### src/inc/isx_pkg.sv
/*
  package for the increment, skip, software interrupt and indirect
  program-memory access execute block: opcodes, timing counts, region map,
  decoded-instruction and memory-request carriers.
  assumes: one core clock; region boundaries below suit the memory map.
*/
package isx_pkg;

  // ----------------------------------------------------------------
  // widths and opcode fields
  // ----------------------------------------------------------------
  localparam int unsigned BYTE_W = 8;
  localparam int unsigned WORD_W = 16;
  localparam int unsigned ADDR_W = 24;
  localparam int unsigned OP7_LSB = 9;
  localparam logic [6:0] OP7_INC_MEM = 7'h15;
  localparam logic [6:0] OP7_INC_ACC = 7'h14;
  localparam logic [6:0] OP7_INCSNZ_MEM = 7'h2D;
  localparam logic [6:0] OP7_INCSNZ_ACC = 7'h2C;
  localparam logic [6:0] OP7_INCSZ_MEM = 7'h1F;
  localparam logic [6:0] OP7_INCSZ_ACC = 7'h1E;
  localparam logic [6:0] OP7_PAGE_LOAD = 7'h38;
  localparam logic [15:0] OP_SWI = 16'h0006;
  localparam logic [15:0] OP_IREAD = 16'h0019;
  localparam logic [15:0] OP_IREADI = 16'h001D;
  localparam logic [15:0] OP_IWRITE = 16'h0018;

  // ----------------------------------------------------------------
  // arithmetic constants and cycle counts
  // ----------------------------------------------------------------
  localparam logic [7:0] BYTE_ONE = 8'h01;
  localparam logic [7:0] BYTE_ZERO = 8'h00;
  localparam logic [7:0] ADDR_LO_STEP = 8'h02;
  localparam int unsigned BLOCK_CYCLES = 4;
  localparam int unsigned SWI_CYCLES = 3;
  localparam int unsigned HOLD_W = 2;
  localparam logic [HOLD_W-1:0] HOLD_BLOCK = HOLD_W'(BLOCK_CYCLES - 1);
  localparam logic [HOLD_W-1:0] HOLD_SWI = HOLD_W'(SWI_CYCLES - 1);
  localparam logic [HOLD_W-1:0] HOLD_LAST = 2'h1;
  localparam logic [HOLD_W-1:0] HOLD_STEP = 2'h1;
  localparam logic [HOLD_W-1:0] HOLD_IDLE = 2'h0;

  // ----------------------------------------------------------------
  // program memory region map
  // ----------------------------------------------------------------
  localparam logic [23:0] PRAM_LAST = 24'h00_FFFF;
  localparam logic [23:0] FLASH_LAST = 24'h01_FFFF;

  typedef enum logic [1:0] {
    RG_PRAM = 2'h0,
    RG_FLASH = 2'h1,
    RG_EXT = 2'h2
  } isx_region_t;

  typedef enum logic [1:0] {
    PK_NONE = 2'h0,
    PK_READ = 2'h1,
    PK_READI = 2'h2,
    PK_WRITE = 2'h3
  } isx_pkind_t;

  typedef struct packed {
    logic inc_mem;
    logic inc_acc;
    logic flag_upd;
    logic skip_nz;
    logic skip_z;
    logic swi;
    logic page_load;
    isx_pkind_t pkind;
  } isx_dec_t;

  typedef struct packed {
    logic we;
    logic [ADDR_W-1:0] addr;
    logic [WORD_W-1:0] wdata;
  } isx_pmem_req_t;

  // which memory a 24-bit program address falls in
  function automatic isx_region_t isx_region(input logic [ADDR_W-1:0] a);
    if (a <= PRAM_LAST) begin
      return RG_PRAM;
    end else if (a <= FLASH_LAST) begin
      return RG_FLASH;
    end
    return RG_EXT;
  endfunction

endpackage

### src/hdl/isx_decode.sv
/*
  instruction classifier for the increment family, software interrupt and
  indirect program-memory accesses.
  assumes: purely combinational, fed from the instruction register.
*/
`timescale 1ns/1ns
module isx_decode
  import isx_pkg::*;
(
  input wire logic [WORD_W-1:0] i_instr,
  output isx_dec_t o_dec
);

  logic [6:0] op7;

  // ----------------------------------------------------------------
  // opcode field match
  // ----------------------------------------------------------------
  assign op7 = i_instr[WORD_W-1:OP7_LSB];

  always_comb begin
    o_dec = '0;
    o_dec.inc_mem = (op7 == OP7_INC_MEM) || (op7 == OP7_INCSNZ_MEM) ||
                    (op7 == OP7_INCSZ_MEM);
    o_dec.inc_acc = (op7 == OP7_INC_ACC) || (op7 == OP7_INCSNZ_ACC) ||
                    (op7 == OP7_INCSZ_ACC);
    o_dec.flag_upd = (op7 == OP7_INC_MEM) || (op7 == OP7_INC_ACC);
    o_dec.skip_nz = (op7 == OP7_INCSNZ_MEM) || (op7 == OP7_INCSNZ_ACC);
    o_dec.skip_z = (op7 == OP7_INCSZ_MEM) || (op7 == OP7_INCSZ_ACC);
    o_dec.page_load = (op7 == OP7_PAGE_LOAD);
    o_dec.swi = (i_instr == OP_SWI);
    if (i_instr == OP_IREAD) begin
      o_dec.pkind = PK_READ;
    end else if (i_instr == OP_IREADI) begin
      o_dec.pkind = PK_READI;
    end else if (i_instr == OP_IWRITE) begin
      o_dec.pkind = PK_WRITE;
    end else begin
      o_dec.pkind = PK_NONE;
    end
  end

endmodule

### src/hdl/isx_pmem.sv
/*
  indirect program-memory access sequencer: target decode, blocking choice,
  request issue, read-data return, low address step and flash busy flag.
  assumes: one access outstanding at a time; memory answers with i_ack.
*/
`timescale 1ns/1ns
module isx_pmem
  import isx_pkg::*;
(
  input wire logic i_core_clk,
  input wire logic i_sys_rst,
  input wire logic i_issue,
  input isx_pkind_t i_kind,
  input wire logic [ADDR_W-1:0] i_addr,
  input wire logic [WORD_W-1:0] i_wdata,
  input wire logic i_exec_from_ram,
  input wire logic i_ack,
  input wire logic [WORD_W-1:0] i_rdata,
  output logic o_block,
  output logic o_req_valid,
  output isx_pmem_req_t o_req,
  output logic o_data_we,
  output logic [WORD_W-1:0] o_data_word,
  output logic o_addr_lo_we,
  output logic [BYTE_W-1:0] o_addr_lo,
  output logic o_flash_busy,
  output logic o_fetch_inhibit
);

  isx_region_t region;
  logic legal;
  logic go;
  logic rd_pend_r;
  logic fl_pend_r;
  logic busy_nxt;

  // ----------------------------------------------------------------
  // target legality and blocking choice
  // ----------------------------------------------------------------
  assign region = isx_region(i_addr);

  always_comb begin
    legal = 1'b0;
    o_block = 1'b0;
    unique case (i_kind)
      PK_READ: begin
        legal = 1'b1;
        o_block = (region == RG_PRAM) || (region == RG_FLASH && !i_exec_from_ram);
      end
      PK_READI: begin
        legal = (region != RG_EXT);
        o_block = (region == RG_PRAM) || (region == RG_FLASH && !i_exec_from_ram);
      end
      PK_WRITE: begin
        legal = (region != RG_FLASH);
        o_block = (region == RG_PRAM);
      end
      PK_NONE: begin
        legal = 1'b0;
      end
    endcase
    o_block = o_block && legal && i_issue;
  end

  assign go = i_issue && legal;

  // ----------------------------------------------------------------
  // request issue and low address step
  // ----------------------------------------------------------------
  always_ff @(posedge i_core_clk or posedge i_sys_rst) begin
    if (i_sys_rst) begin
      o_req_valid <= 1'b0;
      o_req <= '0;
      o_addr_lo_we <= 1'b0;
      o_addr_lo <= '0;
    end else begin
      o_req_valid <= go;
      if (go) begin
        o_req <= '{we: (i_kind == PK_WRITE), addr: i_addr, wdata: i_wdata};
      end
      o_addr_lo_we <= go && (i_kind == PK_READI);
      // stepped byte only moves with its write strobe, so it holds between accesses
      if (go && (i_kind == PK_READI)) begin
        o_addr_lo <= i_addr[BYTE_W-1:0] + ADDR_LO_STEP;
      end
    end
  end

  // ----------------------------------------------------------------
  // read return into the data pair
  // ----------------------------------------------------------------
  always_ff @(posedge i_core_clk or posedge i_sys_rst) begin
    if (i_sys_rst) begin
      rd_pend_r <= 1'b0;
      o_data_we <= 1'b0;
      o_data_word <= '0;
    end else begin
      o_data_we <= i_ack && rd_pend_r;
      if (i_ack && rd_pend_r) begin
        o_data_word <= i_rdata;
      end
      if (go) begin
        rd_pend_r <= (i_kind != PK_WRITE); // new issue wins over ack
      end else if (i_ack) begin
        rd_pend_r <= 1'b0;
      end
    end
  end

  // ----------------------------------------------------------------
  // flash busy: set by a background flash access, cleared on its ack
  // ----------------------------------------------------------------
  assign busy_nxt = (go && region == RG_FLASH && !o_block) ? 1'b1 :
                    (i_ack && fl_pend_r) ? 1'b0 : fl_pend_r;

  always_ff @(posedge i_core_clk or posedge i_sys_rst) begin
    if (i_sys_rst) begin
      fl_pend_r <= 1'b0;
      o_flash_busy <= 1'b0;
      o_fetch_inhibit <= 1'b0;
    end else begin
      fl_pend_r <= busy_nxt;
      o_flash_busy <= busy_nxt;
      o_fetch_inhibit <= busy_nxt;
    end
  end

endmodule

### src/hdl/isx_exec.sv
/*
  execute stage for the increment family, increment-and-skip, software
  interrupt and indirect program-memory read/write instructions.
  assumes: instruction, operand byte and address/data registers come from
  core-clock logic; the fetch stage holds an instruction until accepted.
*/
`timescale 1ns/1ns

module isx_exec
  import isx_pkg::*;
(
  input wire logic i_core_clk,
  input wire logic i_sys_rst,
  input wire logic i_instr_valid,
  input wire logic [WORD_W-1:0] i_instr,
  input wire logic [BYTE_W-1:0] i_mem_operand,
  input wire logic i_global_irq_enable,
  input wire logic i_int_entry,
  input wire logic i_exec_from_ram,
  input wire logic [BYTE_W-1:0] i_addr_ext,
  input wire logic [BYTE_W-1:0] i_addr_hi,
  input wire logic [BYTE_W-1:0] i_addr_lo,
  input wire logic [BYTE_W-1:0] i_data_hi,
  input wire logic [BYTE_W-1:0] i_data_lo,
  input wire logic i_pmem_ack,
  input wire logic [WORD_W-1:0] i_pmem_rdata,
  output logic o_stall,
  output logic o_squash,
  output logic o_mem_we,
  output logic [BYTE_W-1:0] o_mem_wdata,
  output logic o_acc_we,
  output logic [BYTE_W-1:0] o_acc_data,
  output logic o_zflag_we,
  output logic o_zflag,
  output logic o_irq_req,
  output logic o_pmem_valid,
  output isx_pmem_req_t o_pmem_req,
  output logic o_data_we,
  output logic [WORD_W-1:0] o_data_word,
  output logic o_addr_lo_we,
  output logic [BYTE_W-1:0] o_addr_lo,
  output logic o_flash_busy_flag,
  output logic o_flash_fetch_inhibit
);

  typedef enum logic [1:0] {
    ST_RUN = 2'b01,
    ST_HOLD = 2'b10
  } isx_state_t;

  isx_dec_t dec;
  isx_state_t state_r;
  isx_state_t state_nxt;
  logic [HOLD_W-1:0] hold_cnt_r;
  logic [HOLD_W-1:0] hold_nxt;
  logic skip_pend_r;
  logic accept;
  logic squash;
  logic exec;
  logic [BYTE_W-1:0] sum;
  logic sum_zero;
  logic skip_take;
  logic swi_fire;
  logic pm_issue;
  logic pm_block;
  logic [ADDR_W-1:0] pm_addr;
  logic [WORD_W-1:0] pm_word;

  // ----------------------------------------------------------------
  // decode and issue qualification
  // ----------------------------------------------------------------
  isx_decode u_decode (
    .i_instr(i_instr),
    .o_dec(dec)
  );

  assign accept = i_instr_valid && (state_r == ST_RUN);
  assign squash = accept && skip_pend_r;
  assign exec = accept && !skip_pend_r;

  // increment result and skip test
  assign sum = i_mem_operand + BYTE_ONE;
  assign sum_zero = (sum == BYTE_ZERO);
  assign skip_take = (dec.skip_nz && !sum_zero) || (dec.skip_z && sum_zero);
  assign swi_fire = exec && dec.swi && i_global_irq_enable && !i_int_entry;
  assign pm_issue = exec && (dec.pkind != PK_NONE);

  // address and word assembly, most significant byte first
  assign pm_addr = {i_addr_ext, i_addr_hi, i_addr_lo};
  assign pm_word = {i_data_hi, i_data_lo};

  // ----------------------------------------------------------------
  // program memory access sequencer
  // ----------------------------------------------------------------
  isx_pmem u_pmem (
    .i_core_clk(i_core_clk),
    .i_sys_rst(i_sys_rst),
    .i_issue(pm_issue),
    .i_kind(dec.pkind),
    .i_addr(pm_addr),
    .i_wdata(pm_word),
    .i_exec_from_ram(i_exec_from_ram),
    .i_ack(i_pmem_ack),
    .i_rdata(i_pmem_rdata),
    .o_block(pm_block),
    .o_req_valid(o_pmem_valid),
    .o_req(o_pmem_req),
    .o_data_we(o_data_we),
    .o_data_word(o_data_word),
    .o_addr_lo_we(o_addr_lo_we),
    .o_addr_lo(o_addr_lo),
    .o_flash_busy(o_flash_busy_flag),
    .o_fetch_inhibit(o_flash_fetch_inhibit)
  );

  // ----------------------------------------------------------------
  // hold sequencer for multi-cycle instructions
  // ----------------------------------------------------------------
  always_comb begin
    state_nxt = state_r;
    hold_nxt = hold_cnt_r;
    unique case (state_r)
      ST_RUN: begin
        if (exec && dec.swi) begin
          state_nxt = ST_HOLD;
          hold_nxt = HOLD_SWI;
        end else if (pm_block) begin
          state_nxt = ST_HOLD;
          hold_nxt = HOLD_BLOCK;
        end
      end
      ST_HOLD: begin
        if (hold_cnt_r == HOLD_LAST) begin
          state_nxt = ST_RUN;
          hold_nxt = HOLD_IDLE;
        end else begin
          hold_nxt = hold_cnt_r - HOLD_STEP;
        end
      end
      default: begin
        state_nxt = ST_RUN;
        hold_nxt = HOLD_IDLE;
      end
    endcase
  end

  always_ff @(posedge i_core_clk or posedge i_sys_rst) begin
    if (i_sys_rst) begin
      state_r <= ST_RUN;
      hold_cnt_r <= HOLD_IDLE;
      o_stall <= 1'b0;
    end else begin
      state_r <= state_nxt;
      hold_cnt_r <= hold_nxt;
      o_stall <= (state_nxt == ST_HOLD);
    end
  end

  // ----------------------------------------------------------------
  // skip tracking and squash of the following instruction
  // ----------------------------------------------------------------
  always_ff @(posedge i_core_clk or posedge i_sys_rst) begin
    if (i_sys_rst) begin
      skip_pend_r <= 1'b0;
      o_squash <= 1'b0;
    end else begin
      o_squash <= squash;
      if (squash) begin
        skip_pend_r <= dec.page_load;
      end else if (exec) begin
        skip_pend_r <= skip_take;
      end
    end
  end

  // ----------------------------------------------------------------
  // increment write-back: memory, accumulator and zero flag
  // ----------------------------------------------------------------
  always_ff @(posedge i_core_clk or posedge i_sys_rst) begin
    if (i_sys_rst) begin
      o_mem_we <= 1'b0;
      o_mem_wdata <= '0;
      o_acc_we <= 1'b0;
      o_acc_data <= '0;
    end else begin
      o_mem_we <= exec && dec.inc_mem;
      o_acc_we <= exec && dec.inc_acc;
      if (exec && (dec.inc_mem || dec.inc_acc)) begin
        o_mem_wdata <= sum;
        o_acc_data <= sum;
      end
    end
  end

  // only the plain increments touch the zero flag
  always_ff @(posedge i_core_clk or posedge i_sys_rst) begin
    if (i_sys_rst) begin
      o_zflag_we <= 1'b0;
      o_zflag <= 1'b0;
    end else begin
      o_zflag_we <= exec && dec.flag_upd;
      if (exec && dec.flag_upd) begin
        o_zflag <= sum_zero;
      end
    end
  end

  // software interrupt request pulse
  always_ff @(posedge i_core_clk or posedge i_sys_rst) begin
    if (i_sys_rst) begin
      o_irq_req <= 1'b0;
    end else begin
      o_irq_req <= swi_fire;
    end
  end
endmodule

### config.mk
export PLATFORM = sky130hd
export DESIGN_NAME = isx_exec
export DESIGN_NICKNAME = d
export VERILOG_FILES = /design/src/inc/isx_pkg.sv /design/src/hdl/isx_decode.sv /design/src/hdl/isx_pmem.sv /design/src/hdl/isx_exec.sv
export SDC_FILE = /design/constraint.sdc
export NUM_CORES = 1
export LEC_CHECK = 0
export ABC_AREA = 0
export BUFFER_PORTS_ARGS = -buffer_cell sky130_fd_sc_hd__buf_4
export CELL_PAD_IN_SITES_DETAIL_PLACEMENT = 1
export CELL_PAD_IN_SITES_GLOBAL_PLACEMENT = 1
export CORE_MARGIN = 2
export CORE_UTILIZATION = 37
export DETAILED_ROUTE_END_ITERATION = 8
export PLACE_DENSITY = 0.87
export SYNTH_ARGS = -nofsm -noshare
export SYNTH_HDL_FRONTEND = slang
export SYNTH_HIERARCHICAL = 1
export SYNTH_SLANG_ARGS = --single-unit
### constraint.sdc
create_clock -name i_core_clk -period 2.7 [get_ports i_core_clk]
set_input_delay 0.135 -clock i_core_clk [delete_from_list [all_inputs] [get_ports i_core_clk]]
set_output_delay 0.135 -clock i_core_clk [all_outputs]
set_load 0.02 [all_outputs]
# After elaboration in Yosys (flattened, before gate mapping)
# Cells that the tools add are included.
[classes] multipliers=0 reduce_logical=45 order_cmp=2 n_eq_ne=23 n_mux=24 n_shift=0 n_bitwise=0 n_addsub=3 div_mod_pow=0
[ops] op="16-bit by 5-bit equality test with 1-bit output (second input constant)" n=3
[ops] op="7-bit by 5-bit equality test with 1-bit output (second input constant)" n=4
[ops] op="24-bit by 16-bit <= comparator with 1-bit output (second input constant)" n=1
[ops] op="24-bit by 17-bit <= comparator with 1-bit output (second input constant)" n=1
[ops] op="2-bit two-way mux" n=12
[ops] op="1-bit logical AND" n=22
[ops] op="7-bit by 6-bit equality test with 1-bit output (second input constant)" n=3
[ops] op="16-bit by 3-bit equality test with 1-bit output (second input constant)" n=1
[ops] op="1-bit logical OR" n=10
[ops] op="8-bit by 1-bit adder with 8-bit output (second input constant)" n=1
[ops] op="8-bit by 2-bit adder with 8-bit output (second input constant)" n=1
[ops] op="2-bit by 1-bit equality test with 1-bit output (second input constant)" n=4
[ops] op="2-bit equality test (second input constant)" n=4
[ops] op="8-bit zero test" n=1
[ops] op="1-bit two-way mux" n=8
[ops] op="2-bit one-hot mux with 2 select lines" n=2
[ops] op="2-bit nonzero test" n=4
[ops] op="1-bit zero test" n=5
[ops] op="2-bit zero test" n=2
[ops] op="2-bit inequality test (second input constant)" n=2
[ops] op="1-bit one-hot mux with 4 select lines" n=1
[ops] op="3-bit by 1-bit inequality test with 1-bit output (second input constant)" n=1
[ops] op="2-bit by 1-bit inequality test with 1-bit output (second input constant)" n=1
[ops] op="1-bit one-hot mux with 2 select lines" n=1
[ops] op="2 further kinds" n=2
[word_totals] input_bits=87 mem_count=0 rom_bits=0 ff_bits=90 latch_bits=0 output_inout_bits=93 mem_bits_rw=0 wordCells=118

# Longest topological paths before layout
[logic_depth] ltp_word=14 ltp_mapped=13 depth_no_buf=11

# Modules after synthesis
# Netlist, hierarchy kept.
[modules_own_cells] mod="isx_pmem" cells_per_inst=190 seq_area_each_um2=1751.7 area_per_inst_um2=3017.9 instances=1
[modules_own_cells] mod="isx_exec" cells_per_inst=116 seq_area_each_um2=501.7 area_per_inst_um2=1136.1 instances=1
[modules_own_cells] mod="isx_decode" cells_per_inst=25 seq_area_each_um2=0.0 area_per_inst_um2=183.9 instances=1

# Worst setup path before layout
# No wires, ideal clock.
[synth_timing] path_type="register -> register" from="reg state_r[0]" to="reg u_pmem/o_req[0] (netlist bit)" period_less_slack_ns=2.357 n_path_buf=3 slack_ns=0.343 stages_incl_launch_ff=10 t_arrival_ns=2.232 cell_sequence="dfstp_2 ha_1 buf_4 and3b_1 buf_4 o21a_1 o21ai_0 nor3_4 buf_6 mux2_4"
[synth_between] elab_chain_cells=5
[synth_rtl] element="start: declaration" line_no="isx_exec.sv:52" rtl="isx_state_t state_r;"
[synth_rtl] element="start signal: assignment" line_no="isx_exec.sv:153" rtl="state_r <= state_nxt;"
[synth_rtl] element="2-bit by 1-bit equality test with 1-bit output" line_no="isx_exec.sv:77" rtl="assign accept = i_instr_valid && (state_r == ST_RUN);"
[synth_rtl] element="1-bit logical AND" line_no="isx_exec.sv:77"
[synth_rtl] element="1-bit logical AND" line_no="isx_exec.sv:79" rtl="assign exec = accept && !skip_pend_r;"
[synth_rtl] element="1-bit logical AND" line_no="isx_exec.sv:86" rtl="assign pm_issue = exec && (dec.pkind != PK_NONE);"
[synth_rtl] element="net pm_issue" line_no="isx_exec.sv:64" rtl="logic pm_issue;"
[synth_rtl] element="1-bit logical AND" line_no="isx_pmem.sv:65" rtl="assign go = i_issue && legal;"
[synth_rtl] element="end signal: assignment" line_no="isx_pmem.sv:79" rtl="o_req <= '{we: (i_kind == PK_WRITE), addr: i_addr, wdata: i_wdata};"
[synth_rtl] element="end: declaration" line_no="isx_pmem.sv:21" rtl="output isx_pmem_req_t o_req,"
# The timed path passes the listed nets, and every way through them passes these cells.
# A chain may end at the register's enable or synchronous reset.

# Worst setup path in the final report
[layout_timing] from="reg state_r[0]" to="reg u_pmem/o_req[5] (netlist bit)"
# Same word-level chain as after synthesis.

==> impl_metrics.py <==
metrics = {
    "outcome": {
        "status": "finished, final reports clean",
    },
    "drt": {
        "route.vias.total": 3310,
        "route.detailed.vias_per_inst": 4.98,
        "drtIter0Drc": 197,
        "postRouteWirelength_mm": 12.9,
        "remaining_drc_errors": 0,
        "post_detailed_route_count_of_antenna_violating_nets": 0,
        "avgRoutedWirePerCell_um": 19.5,
        "drt_pass_1_iters": 4,
    },
    "sta": {
        "fin_setup_tns_ns": 0,
        "fmaxAchievable_mhz": 407,
        "final-hold-violation-count": 0,
        "clock-skew-final_ns": 0.00579,
        "rsz0062_at_grt": "no",
        "final_setup_violation_count": 0,
        "ratio_of_final_minimum_period_to_clock_period_pct": 90.9,
        "timing.max_slew.rel_slack_pct": 47.5,
        "worst_pin_slew_ns": 0.787,
        "final_max_slew_viol_count": 0,
        "hold_ws_ns": 0.0226,
        "finalCriticalPeriod_ns": 2.46,
    },
    "synthesis": {
        "synth_top_area_cell": "dfrtp_1",
        "postSynthRegisterBits": 90,
        "synth_edf_count": 0,
        "yosysSeqAreaShare_pct": 51.9,
        "syn_inst": 331,
        "yosys-top-cells-area": "dfrtp_1 (51%), mux2_4 (14%), mux2_2 (6.2%), ha_1 (2.3%), buf_4 (2.1%)",
        "postSynthAreaPerCell_um2": 13.1,
        "netlist-cell-type-count": 52,
        "async_flop_share_pct": 100,
        "netlist_area_um2": 4340,
        "synth_top_cell_area_share_pct": 51.3,
        "synth_fp_nets": 426,
        "ys.warnings.count": 6,
        "postSynth.topFlopCell": "dfrtp_1",
    },
    "finish": {
        "design_area_um2": 6180,
        "layoutNonFillerInstCount": 665,
        "mostFrequentLayoutCell": "buf_4",
        "antenna_cells_inserted": 0,
        "nFillCells": 1202,
        "seq_area_um2": 2250,
        "layout_cell_share_with_drive_strength_beyond_1_pct": 54.6,
        "area_growth_syn_to_layout_pct": 42.4,
        "mostFrequentLayoutCells": "buf_4 (187), dfrtp_1 (89), mux2_4 (40)",
        "multiInputGateArea_um2": 1890,
        "finish.net_count": 612,
    },
    "global_route": {
        "grt_pass1_vias": 3756,
        "gr-usage-all-layers_pct": 20.7,
        "grt_residual_overflow": 0,
        "wire_length_of_the_first_global_routing_pass_mm": 20.4,
        "grt_start_max_net_pins": 33,
        "grt_antenna_before_repair": 0,
    },
    "critical_path": {
        "worst-endpoint-required_ns": 2.91,
        "cp_data_arrival_time_ns": 2.67,
        "path_max_fanout": 15,
        "timing.critical_path.to_type": "register",
        "setup.worst_path.start_class": "register",
        "regToRegSetupSlack_ns": 0.24,
        "path_class": "reg -> reg",
        "crit_family": "flip-flops",
        "crit_chain": "ha_1, and3b_1, o21a_1, o21ai_0, nor3_4, buf_4, mux2_4",
        "critical-path-max-stage-delay_ns": 0.57,
        "critical_path.slowest_cell": "dfstp_2",
        "timing.critical_path.buf_inv": 1,
    },
    "clock_network": {
        "htree_depth": 3,
        "cts_inserted_buffers": 9,
        "tritoncts": "built",
        "clk_pin_slew_worst_paths_ns": 0.07,
        "cts.sink_count": 90,
        "cts_post_setup_buffers_inserted": 0,
        "root_buffer": "clkbuf_16",
        "clock_tree.buffer_depth": 2,
        "worstSkewPairLatency_ns": 0.34,
    },
    "place": {
        "place_congestion": 0.769,
        "port_buffers": 179,
        "dp_hpwl_mm": 9.82,
        "dp.cells": 645,
        "dpl_cell_area_um2": 5800,
    },
    "power": {
        "share_seq_of_total_power_pct": 41.2,
        "ir_drop_uv": 388,
        "cellPowerDensity_nw_per_um2": 582,
        "p_clk_share_pct": 39.1,
        "cellInternalPower_mw": 2.58,
        "net-switching-power_mw": 1.01,
        "post-layout-total-power_mw": 3.60,
        "power.leakage_nw": 3.17,
        "combPwrFrac_pct": 19.7,
        "switching_portion_of_total_power_pct": 28.2,
    },
    "floorplanning": {
        "io-pin-count": 180,
        "die_x_um": 112,
        "core_area_um2": 11400,
        "initial_core_util_pct": 38.0,
        "floorplan.die_area_um2": 12600,
        "rows": 39,
        "die_h_um": 112,
    },
    "run": {
        "maxCapViolCount": 0,
    },
    "min_path": {
        "worst_hold_path_type": "in -> reg",
    },
}
==> synth_stat cells, types with 3 or more instances <==
| master | number |
|---|---|
| dfrtp_1 | 89 |
| mux2_4 | 40 |
| mux2_2 | 24 |
| nor2_1 | 21 |
| inv_1 | 15 |
| nand2_1 | 15 |
| buf_4 | 12 |
| a21oi_1 | 10 |
| ha_1 | 8 |
| xnor2_1 | 8 |
| nand3_1 | 7 |
| o21ai_0 | 7 |
| mux2i_1 | 5 |
| nand2b_1 | 5 |
| xor2_1 | 5 |
| and2_1 | 4 |
| buf_6 | 4 |
| a211oi_1 | 3 |
| nand4_1 | 3 |
| nor3_4 | 3 |
| o21a_1 | 3 |
==> flip-flops by register name, summed over array words and instances, names as in the netlist, 2 cells and up <==
register	count
o_acc_data	8
u_pmem/o_data_word	16
u_pmem/o_addr_lo	8
state_r	2
hold_cnt_r	2
u_pmem/o_req	41
==> through the flow <==
step / utilization, % / worst slack [ns]
global route: 54.1 / 0.0675
floorplan: - / 0.343
CTS: 54.1 / 0.264
global placement: 50.8 / 0.197
finish: 54.1 / 0.245
detailed placement: 50.8 / 0.0501
==> per-layer routing <==
metal	track usage, %	share of wire (%)	vias up
met2	38.5	54	111
met5	0	0	-
met1	23.6	39	1659
met4	7.24	1.9	0
li1	-	-	1526
met3	4.27	5.0	14
==> worst register-to-register path: stages, from the launching register on <==
cell and delay (ns):
dfstp_2 0.57, ha_1 0.18, and3b_1 0.20, o21a_1 0.15, o21ai_0 0.22, nor3_4 0.33
buf_4 0.34, mux2_4 0.36
==> area by class of cell <==
class | instances | share of cell area (%)
clock buffer | 9 | 3.65
clock inverter | 7 | 1.76
inverter | 15 | 0.912
multi-input combinational | 209 | 30.6
sequential | 90 | 36.5
tap | 143 | 2.90
timing repair buffer | 192 | 23.7
==> timing repair <==
action | CTS | global route
setup endpoints to repair | 0 | 0
resized for setup | 0 | 0
hold endpoints to repair | 33 | 0
hold buffers | 4 | 0
==> logic make-up after synthesis <==
group	count (synthesis)	share of synthesized area (%)
compound gates	36	5.62
xor+xnor	13	2.62
fa+ha+maj	8	2.31
buf+inv	32	4.50
flops	90	51.9
mux	69	21.2
simple gates	83	11.8
==> path summary, 6_finish.rpt <==
kind / cells after the start / start / end
min: 2 / i_addr_lo[1] / u_pmem/o_addr_lo[1]
max in group asynchronous: 4 / i_sys_rst / u_pmem/o_req[5]
min in group asynchronous: 3 / i_sys_rst / u_pmem/o_req[10]
min reg2reg: 1 / u_pmem/o_data_word[6] / u_pmem/o_data_word[6]
max reg2reg: 7 / state_r[0] / u_pmem/o_req[5]
max: 7 / state_r[0] / u_pmem/o_req[5]
==> power by group through the flow <==
stage / Combinational [mW] / Sequential [mW] / Clock, mW
after floorplan: 0.357 / 1.57 / 0
after global placement: 0.687 / 1.50 / 0
after detailed placement: 0.706 / 1.51 / 0
after CTS: 0.718 / 1.48 / 1.44
after global routing: 0.770 / 1.49 / 1.49
final: 0.710 / 1.48 / 1.40
No activity file was read; power rests on OpenSTA's default activity.
